===== src/spt_pkg.sv =====
package spt_pkg;

  // ==========================================================
  // Register map (byte addresses, 16-bit registers)
  localparam logic [15:0] ADDR_COUNT = 16'h0100;
  localparam logic [15:0] ADDR_PERIOD = 16'h0102;
  localparam logic [15:0] ADDR_CONTROL = 16'h0104;
  localparam logic [15:0] ADDR_IRQ_STATUS = 16'h0106;
  localparam logic [15:0] ADDR_IRQ_MASK = 16'h0108;

  // ==========================================================
  // Reset values
  localparam logic [15:0] COUNT_RESET = 16'h0000;
  localparam logic [15:0] PERIOD_RESET = 16'hFFFF;
  localparam logic [15:0] CONTROL_RESET = 16'h0000;
  localparam logic [15:0] DATA_ZERO = 16'h0000;

  // ==========================================================
  // Control register bit positions
  localparam int CTL_TIMER_ON = 15;
  localparam int CTL_IDLE_STOP = 13;
  localparam int CTL_GATE_EN = 6;
  localparam int CTL_PRESC_HI = 5;
  localparam int CTL_PRESC_LO = 4;
  localparam int CTL_EXT_SYNC = 2;
  localparam int CTL_CLK_SRC = 1;

  // Interrupt status / mask bit
  localparam int IRQ_PERIOD_BIT = 0;

  // ==========================================================
  // Prescaler
  localparam int PRESC_W = 8;
  localparam logic [1:0] PRESC_SEL_1 = 2'h0;
  localparam logic [1:0] PRESC_SEL_8 = 2'h1;
  localparam logic [1:0] PRESC_SEL_64 = 2'h2;
  localparam logic [7:0] PRESC_LAST_1 = 8'h00;
  localparam logic [7:0] PRESC_LAST_8 = 8'h07;
  localparam logic [7:0] PRESC_LAST_64 = 8'h3F;
  localparam logic [7:0] PRESC_LAST_256 = 8'hFF;

  // Instruction cycle is the core clock divided by four
  localparam int INST_DIV = 4;

  // ==========================================================
  // Decoded control fields
  typedef struct packed {
    logic timer_on_bit;
    logic idle_stop_bit;
    logic gate_accumulate_enable;
    logic [1:0] prescale_select;
    logic external_sync_select;
    logic clock_source_select;
  } spt_ctrl_t;

  // Register bus request
  typedef struct packed {
    logic [15:0] addr;
    logic [15:0] wdata;
    logic wr;
    logic rd;
  } spt_bus_req_t;

endpackage


===== src/spt_timer.sv =====
`timescale 1ns/1ps

// Functional notes
// - In timer mode the count rises once per instruction cycle and, once equal to the period, loads zero.
// - The internal source is the core clock divided by four, the external source is the pin, both via the prescaler.
// - In synchronous counter mode pin rising edges are aligned to the instruction phase before counting.
// - In asynchronous counter mode every rising pin edge counts, wrapping to zero after the period value.
// - In timer, synchronous and gated modes an idle-stop bit of one freezes the count during Idle.
// - In asynchronous counter mode the count also stops during Idle when the idle-stop bit is one.
// - Gated mode counts instruction cycles only while the pin is high, needing gate enable, timer on and internal source.
// - The prescaler divides the selected source by 1, 8, 64 or 256 from the two-bit prescale field.
// - The prescaler counter clears on a count write, a control write and reset.
// - With the timer off the prescaler is halted and writes do not clear it.
// - A control write leaves the count untouched; only a count write or a tick changes it.
// - A period match raises an interrupt request, and so does a gate falling edge in gated mode.
// - The sync-select bit at zero makes the external path asynchronous, at one synchronised.
// - In Sleep the timer runs only when on, externally clocked and asynchronous.
// - A period match sets a sticky flag that only software clears, gated onto the interrupt by its enable.
// - In gated mode the gate falling edge that ends accumulation also sets the flag.
module spt_timer #(
  parameter int INST_DIV = spt_pkg::INST_DIV
) (
  input wire logic core_clk,
  input wire logic reset_n,
  input wire logic [15:0] reg_addr,
  input wire logic [15:0] reg_wdata,
  input wire logic reg_wr,
  input wire logic reg_rd,
  output logic [15:0] reg_rdata,
  input wire logic external_clock_gate_pin,
  input wire logic cpu_idle,
  input wire logic cpu_sleep,
  output logic irq
);

  // ==========================================================
  // Register bus decode
  spt_pkg::spt_bus_req_t req;
  assign req = '{addr: reg_addr, wdata: reg_wdata, wr: reg_wr, rd: reg_rd};

  wire logic wr_count = req.wr && (req.addr == spt_pkg::ADDR_COUNT);
  wire logic wr_period = req.wr && (req.addr == spt_pkg::ADDR_PERIOD);
  wire logic wr_control = req.wr && (req.addr == spt_pkg::ADDR_CONTROL);
  wire logic wr_status = req.wr && (req.addr == spt_pkg::ADDR_IRQ_STATUS);
  wire logic wr_mask = req.wr && (req.addr == spt_pkg::ADDR_IRQ_MASK);

  logic [15:0] count_r;
  logic [15:0] period_r;
  logic [15:0] control_r;
  logic status_r;
  logic mask_r;
  logic [15:0] rdata_r;

  spt_pkg::spt_ctrl_t ctl;
  assign ctl = '{
    timer_on_bit: control_r[spt_pkg::CTL_TIMER_ON],
    idle_stop_bit: control_r[spt_pkg::CTL_IDLE_STOP],
    gate_accumulate_enable: control_r[spt_pkg::CTL_GATE_EN],
    prescale_select: control_r[spt_pkg::CTL_PRESC_HI:spt_pkg::CTL_PRESC_LO],
    external_sync_select: control_r[spt_pkg::CTL_EXT_SYNC],
    clock_source_select: control_r[spt_pkg::CTL_CLK_SRC]
  };

  // Unimplemented control bits are dropped so they read as zero
  wire logic [15:0] control_mask = (16'h0001 << spt_pkg::CTL_TIMER_ON) | (16'h0001 << spt_pkg::CTL_IDLE_STOP)
    | (16'h0001 << spt_pkg::CTL_GATE_EN) | (16'h0001 << spt_pkg::CTL_PRESC_HI)
    | (16'h0001 << spt_pkg::CTL_PRESC_LO) | (16'h0001 << spt_pkg::CTL_EXT_SYNC)
    | (16'h0001 << spt_pkg::CTL_CLK_SRC);

  // ==========================================================
  // Pin synchroniser; first stage feeds only the second
  logic pin_meta_r;
  logic pin_sync_r;
  logic pin_prev_r;

  always_ff @(posedge core_clk or negedge reset_n) begin
    if (!reset_n) begin
      pin_meta_r <= 1'b0;
      pin_sync_r <= 1'b0;
      pin_prev_r <= 1'b0;
    end else begin
      pin_meta_r <= external_clock_gate_pin;
      pin_sync_r <= pin_meta_r;
      pin_prev_r <= pin_sync_r;
    end
  end

  wire logic pin_rise = pin_sync_r && !pin_prev_r;
  wire logic pin_fall = !pin_sync_r && pin_prev_r;

  // ==========================================================
  // Instruction cycle divider
  localparam int DIV_W = $clog2(INST_DIV);
  localparam logic [DIV_W-1:0] DIV_LAST = DIV_W'(INST_DIV - 1);
  logic [DIV_W-1:0] div_r;
  wire logic inst_tick = (div_r == DIV_LAST);

  always_ff @(posedge core_clk or negedge reset_n) begin
    if (!reset_n) begin
      div_r <= '0;
    end else begin
      div_r <= inst_tick ? '0 : div_r + 1'b1;
    end
  end

  // ==========================================================
  // Source selection
  wire logic gated_mode = ctl.gate_accumulate_enable && !ctl.clock_source_select;
  wire logic async_mode = ctl.clock_source_select && !ctl.external_sync_select;
  wire logic sync_mode = ctl.clock_source_select && ctl.external_sync_select;

  // Pending edge waits for the next instruction phase
  logic edge_pend_r;
  wire logic sync_edge = (edge_pend_r || pin_rise) && inst_tick;

  always_ff @(posedge core_clk or negedge reset_n) begin
    if (!reset_n) begin
      edge_pend_r <= 1'b0;
    end else begin
      edge_pend_r <= (edge_pend_r || pin_rise) && !inst_tick;
    end
  end

  wire logic gated_event = inst_tick && pin_sync_r;
  wire logic ext_event = ctl.external_sync_select ? sync_edge : pin_rise;
  wire logic src_event = ctl.clock_source_select ? ext_event : (gated_mode ? gated_event : inst_tick);

  // idle freeze; applies to the async path too
  wire logic idle_hold = cpu_idle && ctl.idle_stop_bit;
  // only the async external counter survives Sleep
  wire logic sleep_hold = cpu_sleep && !async_mode;
  wire logic run = ctl.timer_on_bit && !idle_hold && !sleep_hold;

  // ==========================================================
  // Prescaler
  logic [spt_pkg::PRESC_W-1:0] presc_r;
  // ratio encoding; divide by 1, 8, 64, 256
  wire logic [spt_pkg::PRESC_W-1:0] presc_last =
    (ctl.prescale_select == spt_pkg::PRESC_SEL_1) ? spt_pkg::PRESC_LAST_1 :
    (ctl.prescale_select == spt_pkg::PRESC_SEL_8) ? spt_pkg::PRESC_LAST_8 :
    (ctl.prescale_select == spt_pkg::PRESC_SEL_64) ? spt_pkg::PRESC_LAST_64 : spt_pkg::PRESC_LAST_256;
  wire logic presc_in = run && src_event;
  wire logic tick = presc_in && (presc_r >= presc_last);
  // clear on writes; only while the timer on bit is set
  wire logic presc_clear = ctl.timer_on_bit && (wr_count || wr_control);

  always_ff @(posedge core_clk or negedge reset_n) begin
    if (!reset_n) begin
      presc_r <= '0;
    end else if (presc_clear || tick) begin
      presc_r <= '0;
    end else if (presc_in) begin
      presc_r <= presc_r + 1'b1;
    end
  end

  // ==========================================================
  // Counter
  wire logic match = tick && (count_r == period_r);
  // wrap to zero after matching the period
  wire logic [15:0] count_nxt = wr_count ? req.wdata : (match ? spt_pkg::COUNT_RESET : count_r + 16'h0001);
  // only count writes or ticks move the count
  wire logic count_load = wr_count || tick;

  always_ff @(posedge core_clk or negedge reset_n) begin
    if (!reset_n) begin
      count_r <= spt_pkg::COUNT_RESET;
    end else if (count_load) begin
      count_r <= count_nxt;
    end
  end

  always_ff @(posedge core_clk or negedge reset_n) begin
    if (!reset_n) begin
      period_r <= spt_pkg::PERIOD_RESET;
      control_r <= spt_pkg::CONTROL_RESET;
      mask_r <= 1'b0;
    end else begin
      if (wr_period) begin
        period_r <= req.wdata;
      end
      if (wr_control) begin
        control_r <= req.wdata & control_mask;
      end
      if (wr_mask) begin
        mask_r <= req.wdata[spt_pkg::IRQ_PERIOD_BIT];
      end
    end
  end

  // ==========================================================
  // Interrupt flag; a set in the clearing cycle wins
  // gate falling edge ends accumulation
  wire logic gate_end = pin_fall && gated_mode && ctl.timer_on_bit;
  wire logic irq_event = match || gate_end;
  wire logic status_clr = wr_status && req.wdata[spt_pkg::IRQ_PERIOD_BIT];
  // sticky flag, cleared only by software
  wire logic status_nxt = (status_r && !status_clr) || irq_event;

  always_ff @(posedge core_clk or negedge reset_n) begin
    if (!reset_n) begin
      status_r <= 1'b0;
    end else begin
      status_r <= status_nxt;
    end
  end

  assign irq = status_r && mask_r;

  // ==========================================================
  // Read data, valid only in the cycle after the strobe
  wire logic [15:0] read_mux =
    (req.addr == spt_pkg::ADDR_COUNT) ? count_r :
    (req.addr == spt_pkg::ADDR_PERIOD) ? period_r :
    (req.addr == spt_pkg::ADDR_CONTROL) ? control_r :
    (req.addr == spt_pkg::ADDR_IRQ_STATUS) ? {15'h0000, status_r} :
    (req.addr == spt_pkg::ADDR_IRQ_MASK) ? {15'h0000, mask_r} : spt_pkg::DATA_ZERO;

  always_ff @(posedge core_clk or negedge reset_n) begin
    if (!reset_n) begin
      rdata_r <= spt_pkg::DATA_ZERO;
    end else begin
      rdata_r <= req.rd ? read_mux : spt_pkg::DATA_ZERO;
    end
  end

  assign reg_rdata = rdata_r;
endmodule


===== config.mk =====
export PLATFORM = sky130hd
export DESIGN_NAME = spt_timer
export DESIGN_NICKNAME = d
export VERILOG_FILES = /design/src/spt_pkg.sv /design/src/spt_timer.sv
export SDC_FILE = /design/constraint.sdc
export NUM_CORES = 1
export LEC_CHECK = 0
export ABC_AREA = 1
export BUFFER_PORTS_ARGS = -buffer_cell sky130_fd_sc_hd__buf_2
export CORE_MARGIN = 4
export CORE_UTILIZATION = 45
export DETAILED_ROUTE_END_ITERATION = 10
export GPL_ROUTABILITY_DRIVEN = 0
export PLACE_DENSITY = 0.71
export SLEW_MARGIN = 0
export SYNTH_ARGS = -nofsm -noshare
export SYNTH_HDL_FRONTEND = slang
export SYNTH_SLANG_ARGS = --single-unit

===== constraint.sdc =====
create_clock -name core_clk -period 2.2 [get_ports core_clk]
set_input_delay 0.55 -clock core_clk [delete_from_list [all_inputs] [get_ports core_clk]]
set_output_delay 0.55 -clock core_clk [all_outputs]
set_load 0.005 [all_outputs]

After elaboration in Yosys (flattened, before gate mapping)

Cells that the tools add are included.

Reduce and logical (&&, ||, !) cells: 42
Equal/unequal tests: 9
Shift-type cells: 0
Bitwise gates (word level): 0
Multiply operators: 0
Multiplexer cells: 17
Add/sub/neg operators: 3
Magnitude comparators: 1
Divide/modulo/power cells: 0

Operators with widths:

| kind                  | number |
|---|---|
| $mux 16               | 6 |
| $eq 16x9->1 const B   | 5 |
| $mux 8                | 5 |
| $logic_and 1x1->1     | 25 |
| $add 16x1->16 const B | 1 |
| $eq 16x16->1          | 1 |
| $logic_not 1->1       | 9 |
| $add 8x1->8 const B   | 1 |
| $ge 8x8->1            | 1 |
| $logic_or 1x1->1      | 6 |
| $mux 1                | 5 |
| $eq 2x2->1 const B    | 2 |
| $add 2x1->2 const B   | 1 |
| $eq 2x1->1 const B    | 1 |
| $logic_not 2->1       | 1 |
| $mux 2                | 1 |
| $reduce_bool 2->1     | 1 |

ROM bits: 0
Flip-flop bits (word level): 71
Memory bits (writable): 0
Latch bits: 0
Memories: 0

Depth between registers and ports, before layout

Gate-level depths: netlist of the first run.

Word-level depth: 11
Mapped depth: 16

Least setup slack after synthesis of the first run

Ideal clock, no wire load.

Kind: register to register
From: register control_r[5]
To: register count_r[13]
Library setup time: 0.066 ns
Path buffers: 1
Cell stages (with the launch flop): 17
Required time: 2.134 ns
Slack: 0.383 ns
Data arrival time: 1.751 ns
Path through: dfrtp_1 nor2_1 ha_1 inv_1 nand2_1 nand2_1 nand2_1 nand3_1 nand2_1 nand2_1 nand2_1 nand2_1 nand2_1 buf_2 o21ai_2 clkinv_1 nand2_1

Longest elaborated chain between the ends: 9
Elaborated cells between the ends (all ways): 12
Classes of those cells: order compare: 1; eq/ne: 2; mux: 5; reduce/logical: 4

Ends and longest elaborated chain:

| what                     | line             | RTL |
|---|---|---|
| start: declaration       | spt_timer.sv:49  | `logic [15:0] control_r;` |
| start signal: assignment | spt_timer.sv:176 | `control_r <= spt_pkg::CONTROL_RESET;` |
| start signal: assignment | spt_timer.sv:183 | `control_r <= req.wdata & control_mask;` |
| $eq 2x2->1               | spt_timer.sv:141 | `(ctl.prescale_select == spt_pkg::PRESC_SEL_64) ? spt_pkg::PRESC_LAST_64 : spt_pkg::PRESC_LAST_256;` |
| $mux 8                   | spt_timer.sv:141 |  |
| $mux 8                   | spt_timer.sv:140 | `(ctl.prescale_select == spt_pkg::PRESC_SEL_8) ? spt_pkg::PRESC_LAST_8 :` |
| $mux 8 (*)               | spt_timer.sv:139 | `(ctl.prescale_select == spt_pkg::PRESC_SEL_1) ? spt_pkg::PRESC_LAST_1 :` |
| $ge 8x8->1 (*)           | spt_timer.sv:143 | `wire logic tick = presc_in && (presc_r >= presc_last);` |
| $logic_and 1x1->1 (*)    | spt_timer.sv:143 |  |
| $logic_and 1x1->1        | spt_timer.sv:159 | `wire logic match = tick && (count_r == period_r);` |
| $mux 16 (2 in series)    | spt_timer.sv:161 | `wire logic [15:0] count_nxt = wr_count ? req.wdata : (match ? spt_pkg::COUNT_RESET : count_r + 16'h0001);` |
| end signal: assignment   | spt_timer.sv:167 | `count_r <= spt_pkg::COUNT_RESET;` |
| end signal: assignment   | spt_timer.sv:169 | `count_r <= count_nxt;` |
| end: declaration         | spt_timer.sv:47  | `logic [15:0] count_r;` |

Mark *: on every way between the ends. The rest lies on a longest branch, timed or not.
A chain may end at the register's enable or synchronous reset.

Final worst setup path of the first run

From: register control_r[4]
To: register presc_r[6] (netlist bit)

Longest elaborated chain between the ends: 8
Elaborated cells between the ends (all ways): 11
Classes of those cells: order compare: 1; eq/ne: 2; mux: 4; reduce/logical: 4

Ends and longest elaborated chain:

| what                                        | line             | RTL |
|---|---|---|
| $eq 2x2->1                                  | spt_timer.sv:141 |  |
| $mux 8                                      | spt_timer.sv:141 |  |
| $mux 8                                      | spt_timer.sv:140 |  |
| $mux 8 (*)                                  | spt_timer.sv:139 |  |
| $ge 8x8->1 (*)                              | spt_timer.sv:143 |  |
| $logic_and 1x1->1 (*)                       | spt_timer.sv:143 |  |
| $logic_or 1x1->1 (*)                        | spt_timer.sv:150 | `end else if (presc_clear \|\| tick) begin` |
| $mux 8 or $reduce_bool 2->1 (tied branches) | --               |  |
| end signal: assignment                      | spt_timer.sv:153 | `presc_r <= presc_r + 1'b1;` |
| end: declaration                            | spt_timer.sv:136 | `logic [spt_pkg::PRESC_W-1:0] presc_r;` |

Marks and branches as above.

==> summary.txt, run 1 <==
Cells and area
  • Net count reported at finish: 642
  • Commonest cells after routing, fill and taps aside: 136 x sky130_fd_sc_hd__nand2_1, 55 x sky130_fd_sc_hd__nor2_1, 55 x sky130_fd_sc_hd__buf_2
  • Summed area of non-filler cells in the final layout: 0.00481 mm2
  • Commonest non-fill, non-tap cell in the layout: sky130_fd_sc_hd__nand2_1
  • Number of non-filler instances in the completed layout: 707
  • Count of antenna diodes in the layout: 0
  • Fraction of layout cells with a size suffix above 1: 0.227
  • Area added between synthesis and finish: 17.8%

Timing
  • Max Clock Freq: 501 MHz
  • Final setup violation count: 0
  • Max-slew violation count: 0
  • Worst hold-check slack: 218 ps
  • Share of the cycle needed by the critical path after routing: 0.907
  • Worst-margin pin slew: 406 ps
  • Final count of hold timing violations: 0
  • Clk_skew: 5.81 ps
  • Time the worst path needs with I/O delays and setup: 2000 ps
  • Max_slew headroom: 0.729

Outcome
  • Outcome: completed

Critical path
  • Slowest-stage cell, CP: sky130_fd_sc_hd__dfrtp_2
  • Startpoint kind of the worst setup timing path: flip-flop
  • Max incr delay on CP: 450 ps
  • R2r setup slk: 200 ps
  • Cell type with the highest occurrence count on the critical path: sky130_fd_sc_hd__nand2_1
  • Crit path DAT: 2280 ps
  • Critical path fanouts, max: 8
  • Critical path, cell by cell: nor2_2, ha_1, inv_1, nand2_1, nand2_1, nand2_1, nand3_1, nand2_1, nand2_1, nand2_1, nand2_2, and2_1, nand3_1, nand2_1
  • CP Class: reg -> reg
  • Capturing element type of the critical path: flip-flop
  • End of the worst register-to-register path: presc_r[6]$_DFFE_PN0P_
  • Worst reg2reg startpoint: control_r[4]$_DFFE_PN0P_
  • CP required: 2490 ps
  • Number of cell instances on the worst register-to-register path: 14

Floorplanning
  • Die width: 103 um
  • Starting density of the core: 0.466
  • Core footprint: 0.00876 mm2
  • Vertical extent of the die: 103 um
  • Number of top-level design ports: 56
  • Overall die area: 0.0107 mm2
  • Std-Cell Rows: 34

Power
  • Power Density: 546 mW/mm2
  • Total power of the final layout: 2.63 mW
  • Worst supply voltage drop on vdd: 0.000313 V
  • Leakage component of the power: 2.41 nW

Min path
  • Class of the most critical hold timing path: in -> async

Global routing
  • Maximum number of pins on one net before global-route repair: 72
  • Initial antenna violation count: 0
  • First-pass GRT wire length: 17500 um
  • Via count of the first global-routing pass: 3652
  • Total gr overflow: 0
  • Total global-route track usage: 0.210

Clock tree
  • Root Driver: sky130_fd_sc_hd__clkbuf_8
  • Clock Path Buffers: 2
  • TritonCTS clock tree: done
  • TritonCTS sink count: 71
  • Clock latency on the worst-skew pair: 350 ps
  • Clock transition at path regs: 70 ps
  • Post-CTS repair timing setup buffer count: 0
  • Max H-tree Level: 3
  • Num CTS Buffers: 9

Synthesis
  • Synthesized cell area: 0.00409 mm2
  • Number of library cell types mapped by synthesis: 42
  • Yosys warning total: 0
  • Synthesized netlist net count: 571
  • Post-Syn Instances: 523
  • Number of flip-flops and latches in the synthesized netlist: 71
  • Average footprint of a synthesized cell: 7.81 um2
  • Sequential share of the synthesized area: 0.440

Job
  • Max_cap viols: 0

Drt
  • Detailed-route wire length per cell: 14.6 um
  • Antenna-violating nets left: 0
  • Starting DRC count in detailed routing: 266
  • Count of TritonRoute iterations in the first routing pass: 5
  • Average vias per placed instance: 5.19
  • Total vias in the final route: 3670
  • Total wire length after detailed routing: 10300 um
  • Detailed-route DRC error count: 0

Place
  • Count of input and output buffers: 55
  • Cell Count Post-Placement: 691
  • Area after detailed placement: 0.00457 mm2
  • HPWL after detailed placement: 7770 um
-- synth_stat cells (all sizes together) --
library cell | n | share of area
clkinv | 4 | 0.0049
or2 | 1 | 0.0021
nand2 | 140 | 0.13
o211ai | 1 | 0.0018
a31oi | 8 | 0.012
o31ai | 1 | 0.0018
xor2 | 8 | 0.017
ha | 9 | 0.028
inv | 60 | 0.055
o21a | 1 | 0.0018
o22ai | 1 | 0.0015
nand4 | 13 | 0.024
clkbuf | 4 | 0.0037
xnor2 | 16 | 0.034
dfrtp | 55 | 0.34
nor2 | 60 | 0.061
dfstp | 16 | 0.10
a21oi | 17 | 0.021
or3b | 1 | 0.0021
nor3 | 8 | 0.015
nand3b | 7 | 0.013
nand3 | 37 | 0.050
a211oi | 1 | 0.0018
mux2 | 4 | 0.011
and2 | 1 | 0.0015
buf | 8 | 0.012
o21ai | 41 | 0.052
-- how the worst max path moves through the flow --
| stage | depth (start not counted) | endpoint | startpoint | slack (ps) |
|---|---|---|---|---|
| 4_1_cts | 14 | presc_r[6]$_DFFE_PN0P_ | control_r[5]$_DFFE_PN0P_ | 130 |
| 6_report | 14 | presc_r[6]$_DFFE_PN0P_ | control_r[4]$_DFFE_PN0P_ | 200 |
| 3_3_place_gp | 10 | reg_rdata[0]$_DFF_PN0_ | reg_addr[3] | 200 |
| 2_1_floorplan | 16 | count_r[13]$_DFFE_PN0P_ | control_r[5]$_DFFE_PN0P_ | 380 |
| 3_5_place_dp | 10 | reg_rdata[0]$_DFF_PN0_ | reg_addr[3] | 110 |
| 5_1_grt | 16 | count_r[7]$_DFFE_PN0P_ | control_r[4]$_DFFE_PN0P_ | -20 |
-- worst max-delay path: cells and delay by family (launching register included) --
kind / cells / cell delay, ps
adder cells (fa/ha/maj): 1 / 250
AND/OR/NAND/NOR: 12 / 1180
flip-flops: 1 / 450
buffers and inverters: 1 / 60
-- final cells by class --
class | count | area (um2)
clock buffers | 11 | 151
fillers | 845 | 3950
well taps | 108 | 135
multi-input cells | 376 | 1990
inverters | 64 | 245
clock inverters | 5 | 80.1
repair buffers | 72 | 415
flip-flops and latches | 71 | 1800
-- flip-flops by register name, indices dropped and copies added, names as in the netlist, 2 cells and up --
| register | flops |
|---|---|
| period_r | 16 |
| control_r | 7 |
| count_r | 16 |
| reg_rdata | 16 |
| presc_r | 8 |
| div_r | 2 |
-- per-stage QoR --
stage / setup TNS (ps) / util / setup slack, ps
after floorplan: 0 / - / 383
final: 0 / 0.549 / 204
after global routing: -16.8 / 0.549 / -16.8
after detailed placement: 0 / 0.522 / 111
after global placement: 0 / 0.522 / 196
after CTS: 0 / 0.548 / 131
-- report_power, final --
group / switching (mW) / internal [mW]
Combinational: 0.0741 / 0.0380
Clock: 0.504 / 0.698
Sequential: 0.00226 / 1.31
-- logic make-up after synthesis --
kind of cell    synth area share
flops                      0.440
mux                       0.0110
xor+xnor                  0.0514
simple gates               0.301
buf+inv                   0.0753
fa+ha+maj                 0.0276
compound gates            0.0940
-- layer usage --
metal  vias up  GRT usage  part of all wire
met2       125      0.337              0.47
li1       1832          -                 -
met3        19     0.0389             0.061
met4         0     0.0618             0.016
met1      1694      0.292              0.45
met5         -          0                 0
-- timing repair --
item	4_1_cts	5_1_grt
gates resized for setup	0	4
endpoints found under the setup margin	0	22
endpoints found under the hold margin	0	0
hold buffers	0	0
No activity file was read; power rests on OpenSTA's default activity.
==> run 2: changes to the inputs <==
BUFFER_PORTS_ARGS = -buffer_cell sky130_fd_sc_hd__buf_4   (was -buffer_cell sky130_fd_sc_hd__buf_2)
==> summary.txt, run 2 (same netlist as run 1, synthesis figures left out) <==
Power
  • Power Density: 550 mW/mm2
  • Leakage component of the power: 2.45 nW
  • Worst supply voltage drop on vdd: 0.000242 V

Timing
  • Setup TNS: 0 ps
  • Max_slew headroom: 0.725
  • Max Clock Freq: 499 MHz
  • Share of the cycle needed by the critical path after routing: 0.911
  • Clk_skew: 9.32 ps
  • Worst hold-check slack: 60.5 ps
  • Setup repair after global routing missed its margin: no
  • Final setup violation count: 0
  • Time the worst path needs with I/O delays and setup: 2000 ps
  • Final count of hold timing violations: 0
  • Max-slew violation count: 0
  • Worst-margin pin slew: 409 ps

Clock tree
  • Number of buffers inserted for hold repair after clock tree synthesis: 0
  • Max H-tree Level: 3
  • Clock latency on the worst-skew pair: 350 ps
  • Root Driver: sky130_fd_sc_hd__clkbuf_8
  • Clock transition at path regs: 80 ps
  • Num CTS Buffers: 9
  • TritonCTS clock tree: done
  • TritonCTS sink count: 71
  • Post-CTS repair timing setup buffer count: 0
  • Clock Path Buffers: 2

Place
  • Count of input and output buffers: 55
  • Cell Count Post-Placement: 692
  • Area after detailed placement: 0.00472 mm2
  • HPWL after detailed placement: 7960 um

Drt
  • Count of TritonRoute iterations in the first routing pass: 5
  • Starting DRC count in detailed routing: 256
  • Detailed-route wire length per cell: 14.5 um
  • Total wire length after detailed routing: 10300 um
  • Antenna-violating nets left: 0
  • Average vias per placed instance: 5.18
  • Total vias in the final route: 3666
  • Detailed-route DRC error count: 0

Global routing
  • Most utilized layer in the global route result: met2
  • Total global-route track usage: 0.211
  • Via count of the first global-routing pass: 3554
  • First-pass GRT wire length: 17500 um
  • Initial antenna violation count: 0
  • Global-route track usage on met3: 0.0389
  • GRT met2 Usage: 0.326
  • Fraction of met1 tracks used by global routing: 0.303
  • Total gr overflow: 0
  • Maximum number of pins on one net before global-route repair: 36

Critical path
  • Capturing element type of the critical path: flip-flop
  • CP required: 2440 ps
  • Setup crit end: count_r[0]$_DFFE_PN0P_
  • R2r setup slk: 200 ps
  • Slowest-stage cell, CP: sky130_fd_sc_hd__dfrtp_2
  • Startpoint kind of the worst setup timing path: flip-flop
  • Crit path DAT: 2250 ps
  • Critical Path Start: control_r[5]$_DFFE_PN0P_
  • Buffers plus inverters on the worst setup path: 1
  • Number of cells on the critical path: 15
  • Critical path, cell by cell: nor2_2, ha_1, inv_1, nand2_1, nand2_1, nand2_1, nand3_1, nand2_1, nand2_1, nand2_1, nand3_1, nand2_1, nand2_1, nand2_1, nand2_1
  • Cell type with the highest occurrence count on the critical path: sky130_fd_sc_hd__nand2_1
  • Critical path fanouts, max: 6
  • Worst reg2reg startpoint: control_r[5]$_DFFE_PN0P_
  • CP Class: reg -> reg
  • Kind of cell adding the most delay to the critical path: simple AND/OR/NAND/NOR gates
  • Max incr delay on CP: 440 ps
  • Number of cell instances on the worst register-to-register path: 15
  • End of the worst register-to-register path: count_r[0]$_DFFE_PN0P_

Cells and area
  • Fraction of layout cells with a size suffix above 1: 0.228
  • Commonest cells after routing, fill and taps aside: 136 x sky130_fd_sc_hd__nand2_1, 72 x sky130_fd_sc_hd__buf_4, 55 x sky130_fd_sc_hd__nor2_1
  • Register Area: 0.00180 mm2
  • Net count reported at finish: 643
  • Number of filler instances in the final layout: 790
  • Commonest non-fill, non-tap cell in the layout: sky130_fd_sc_hd__nand2_1
  • Number of non-filler instances in the completed layout: 708
  • Utilization of the core after routing: 0.567
  • Area of combinational cells with multiple inputs: 0.00199 mm2
  • Area added between synthesis and finish: 21.7%
  • Summed area of non-filler cells in the final layout: 0.00497 mm2
  • Count of antenna diodes in the layout: 0

Floorplanning
  • Std-Cell Rows: 34
  • Starting density of the core: 0.466
  • Die width: 103 um
  • Overall die area: 0.0107 mm2
  • Core footprint: 0.00876 mm2
  • Vertical extent of the die: 103 um
  • Number of top-level design ports: 56

Min path
  • Class of the most critical hold timing path: in -> async

Outcome
  • Outcome: completed

Job
  • Max_cap viols: 0
run 2: changes by cell type in the layout (fill, tap and decap cells not counted), sizes merged:
cell      previous run  this run
clkbuf              11        10
buf                 72        73
clkinv               5         6
clkinvlp             2         1
bufinv               2         3
run 2: layout make-up:
class	count	share of cell area
tap	108	0.0272
clock buffer	10	0.0277
timing repair buffer	73	0.113
multi-input combinational	376	0.400
sequential	71	0.362
inverter	64	0.0493
clock inverter	6	0.0216
run 2: routing by layer:
layer	share of wire	up-vias	routed length, um
met5	0	-	0
met4	0.018	0	186
met3	0.071	16	727
met2	0.45	133	4680
met1	0.46	1691	4700
li1	-	1826	-
run 2: worst min-delay path by stage:
stage	from	to	slack, ps	cells after the start
global route	reset_n	pin_meta_r$_DFF_PN0_	70	1
CTS	reset_n	status_r$_DFF_PN0_	60	1
detailed placement	pin_meta_r$_DFF_PN0_	pin_sync_r$_DFF_PN0_	340	0
floorplan	reset_n	control_r[13]$_DFFE_PN0P_	250	0
global placement	pin_meta_r$_DFF_PN0_	pin_sync_r$_DFF_PN0_	340	0
finish	reset_n	status_r$_DFF_PN0_	60	1
run 2: what timing repair did:
| item | 4_1_cts | 5_1_grt |
|---|---|---|
| hold endpoints to repair | 0 | 0 |
| gates resized for setup | 0 | 4 |
| setup endpoints to repair | 0 | 22 |
run 2: worst register-to-register path: stages, from the launching register on:
cell                      delay (ps)
sky130_fd_sc_hd__dfrtp_2         440
sky130_fd_sc_hd__nor2_2           60
sky130_fd_sc_hd__ha_1            280
sky130_fd_sc_hd__inv_1            40
sky130_fd_sc_hd__nand2_1          50
sky130_fd_sc_hd__nand2_1          40
sky130_fd_sc_hd__nand2_1          50
sky130_fd_sc_hd__nand3_1          60
sky130_fd_sc_hd__nand2_1          60
sky130_fd_sc_hd__nand2_1          50
sky130_fd_sc_hd__nand2_1         120
sky130_fd_sc_hd__nand3_1         330
sky130_fd_sc_hd__nand2_1         160
sky130_fd_sc_hd__nand2_1          60
sky130_fd_sc_hd__nand2_1          50
sky130_fd_sc_hd__nand2_1          40
run 2: power breakdown:
group / total [mW] / switching [mW] / internal [mW]
Sequential: 1.31 / 0.00232 / 1.31
Combinational: 0.133 / 0.0754 / 0.0580
Clock: 1.29 / 0.510 / 0.780
run 2: metrics by stage:
step / setup slack [ps] / total power [mW]
finish: 197 / 2.74
global route: 37.4 / 2.83
CTS: 119 / 2.75
detailed placement: 124 / 1.47
global placement: 212 / 1.47
floorplan: 383 / 1.37
==> run 3: changes to the inputs <==
SKIP_LAST_GASP = 1   (was not set)
clock period = 2.5 ns   (was 2.2 ns; I/O delays follow)
==> summary.txt, run 3 (same netlist as run 1, synthesis figures left out) <==
Outcome
  • Outcome: completed

Global routing
  • First-pass GRT wire length: 17600 um
  • Maximum number of pins on one net before global-route repair: 44
  • Initial antenna violation count: 0
  • Total global-route track usage: 0.214
  • Via count of the first global-routing pass: 3689
  • Total gr overflow: 0

Clock tree
  • Number of instances resized during post-cts repair: 0
  • TritonCTS sink count: 71
  • Num CTS Buffers: 9
  • Number of buffers inserted for hold repair after clock tree synthesis: 0
  • TritonCTS clock tree: done
  • Post-CTS repair timing setup buffer count: 0
  • Clock Path Buffers: 2
  • Root Driver: sky130_fd_sc_hd__clkbuf_8
  • Clock transition at path regs: 80 ps
  • Max H-tree Level: 3
  • Clock latency on the worst-skew pair: 360 ps

Drt
  • Detailed-route wire length per cell: 14.9 um
  • Starting DRC count in detailed routing: 232
  • Total wire length after detailed routing: 10400 um
  • Detailed-route DRC error count: 0
  • Count of TritonRoute iterations in the first routing pass: 5
  • Total vias in the final route: 3716
  • Antenna-violating nets left: 0
  • Average vias per placed instance: 5.32

Floorplanning
  • Std-Cell Rows: 34
  • Starting density of the core: 0.466
  • Vertical extent of the die: 103 um
  • Number of top-level design ports: 56
  • Die width: 103 um
  • Overall die area: 0.0107 mm2
  • Core footprint: 0.00876 mm2

Place
  • Area after detailed placement: 0.00464 mm2
  • Worst slack at placement: 170 ps
  • Cell Count Post-Placement: 682
  • Count of input and output buffers: 55
  • HPWL after detailed placement: 7830 um

Critical path
  • End of the worst register-to-register path: count_r[3]$_DFFE_PN0P_
  • Slowest-stage cell, CP: sky130_fd_sc_hd__dfrtp_1
  • Cell type with the highest occurrence count on the critical path: sky130_fd_sc_hd__nand2_1
  • Critical path, cell by cell: nor2_1, ha_1, inv_1, nand2_1, nand2_1, nand2_1, nand3_1, nand2_1, nand2_1, nand2_1, nand2_1, nand2_1, buf_4, o21ai_1, inv_1, nand2_1
  • Number of cell instances on the worst register-to-register path: 16
  • Startpoint kind of the worst setup timing path: flip-flop
  • Critical path fanouts, max: 7
  • Worst reg2reg startpoint: control_r[5]$_DFFE_PN0P_
  • Max incr delay on CP: 440 ps
  • CP required: 2790 ps
  • Crit path DAT: 2530 ps
  • CP Class: reg -> reg
  • R2r setup slk: 250 ps
  • Capturing element type of the critical path: flip-flop

Timing
  • Final setup violation count: 0
  • Max Clock Freq: 445 MHz
  • Worst-margin pin slew: 619 ps
  • Max_slew headroom: 0.587
  • Setup WS post-layout: 254 ps
  • Share of the cycle needed by the critical path after routing: 0.898
  • Final count of hold timing violations: 0
  • Setup TNS: 0 ps
  • Max-slew violation count: 0
  • Setup repair after global routing missed its margin: no
  • Clk_skew: 11.2 ps
  • Time the worst path needs with I/O delays and setup: 2250 ps

Cells and area
  • Count of antenna diodes in the layout: 0
  • Number of non-filler instances in the completed layout: 698
  • Number of filler instances in the final layout: 826
  • Summed area of non-filler cells in the final layout: 0.00483 mm2
  • Commonest non-fill, non-tap cell in the layout: sky130_fd_sc_hd__nand2_1
  • Commonest cells after routing, fill and taps aside: 137 x sky130_fd_sc_hd__nand2_1, 62 x sky130_fd_sc_hd__buf_4, 56 x sky130_fd_sc_hd__nor2_1
  • Area added between synthesis and finish: 18.2%
  • Fraction of layout cells with a size suffix above 1: 0.208
  • Net count reported at finish: 633

Min path
  • Class of the most critical hold timing path: in -> async

Power
  • Worst supply voltage drop on vdd: 0.000245 V
  • Leakage component of the power: 2.37 nW
  • Power Density: 444 mW/mm2
  • Total power of the final layout: 2.14 mW

Job
  • Max_cap viols: 0
run 3: changes by cell type in the layout (fill, tap and decap cells not counted), sizes merged:
cell and change:
clkinvlp +2, clkbuf +1, bufinv -3, buf -10
run 3: layout make-up:
cell class / count / area, um2 / area share
flip-flops and latches: 71 / 1800 / 0.372
multi-input cells: 376 / 1980 / 0.410
clock inverters: 5 / 32.5 / 0.00674
clock buffers: 11 / 151 / 0.0314
repair buffers: 63 / 485 / 0.101
inverters: 64 / 245 / 0.0508
well taps: 108 / 135 / 0.0280
run 3: power breakdown:
part / switching [mW] / internal, mW
clock network: 0.460 / 0.411
registers: 0.00201 / 1.15
logic: 0.0673 / 0.0498
run 3: worst max-delay path: cells and delay by family (launching register included):
family | cells | cell delay (ps)
fa+ha+maj | 1 | 260
compound gates | 1 | 170
flops | 1 | 440
simple gates | 11 | 990
buf+inv | 3 | 340
run 3: metrics by stage:
| stage | hold slack [ps] | util |
|---|---|---|
| after floorplan | 329 | - |
| after global placement | 339 | 0.530 |
| after detailed placement | 337 | 0.530 |
| after CTS | 196 | 0.551 |
| after global routing | 211 | 0.551 |
| final | 190 | 0.551 |
run 3: how the worst max path moves through the flow:
stage / from / endpoint / slack [ps] / depth (start not counted)
final: control_r[5]$_DFFE_PN0P_ / count_r[3]$_DFFE_PN0P_ / 250 / 16
after global routing: control_r[5]$_DFFE_PN0P_ / count_r[3]$_DFFE_PN0P_ / 70 / 16
after CTS: control_r[5]$_DFFE_PN0P_ / count_r[3]$_DFFE_PN0P_ / 280 / 16
after detailed placement: reg_addr[7] / reg_rdata[14]$_DFF_PN0_ / 170 / 7
after global placement: reg_addr[7] / reg_rdata[14]$_DFF_PN0_ / 210 / 7
after floorplan: reg_addr[1] / presc_r[0]$_DFFE_PN0P_ / 630 / 9
run 3: layer usage:
layer / up-vias / track usage / routed length, um
met3: 29 / 0.0389 / 766
met1: 1708 / 0.290 / 4500
met4: 0 / 0.102 / 371
met5: - / 0 / 0
li1: 1818 / - / -
met2: 161 / 0.333 / 4760
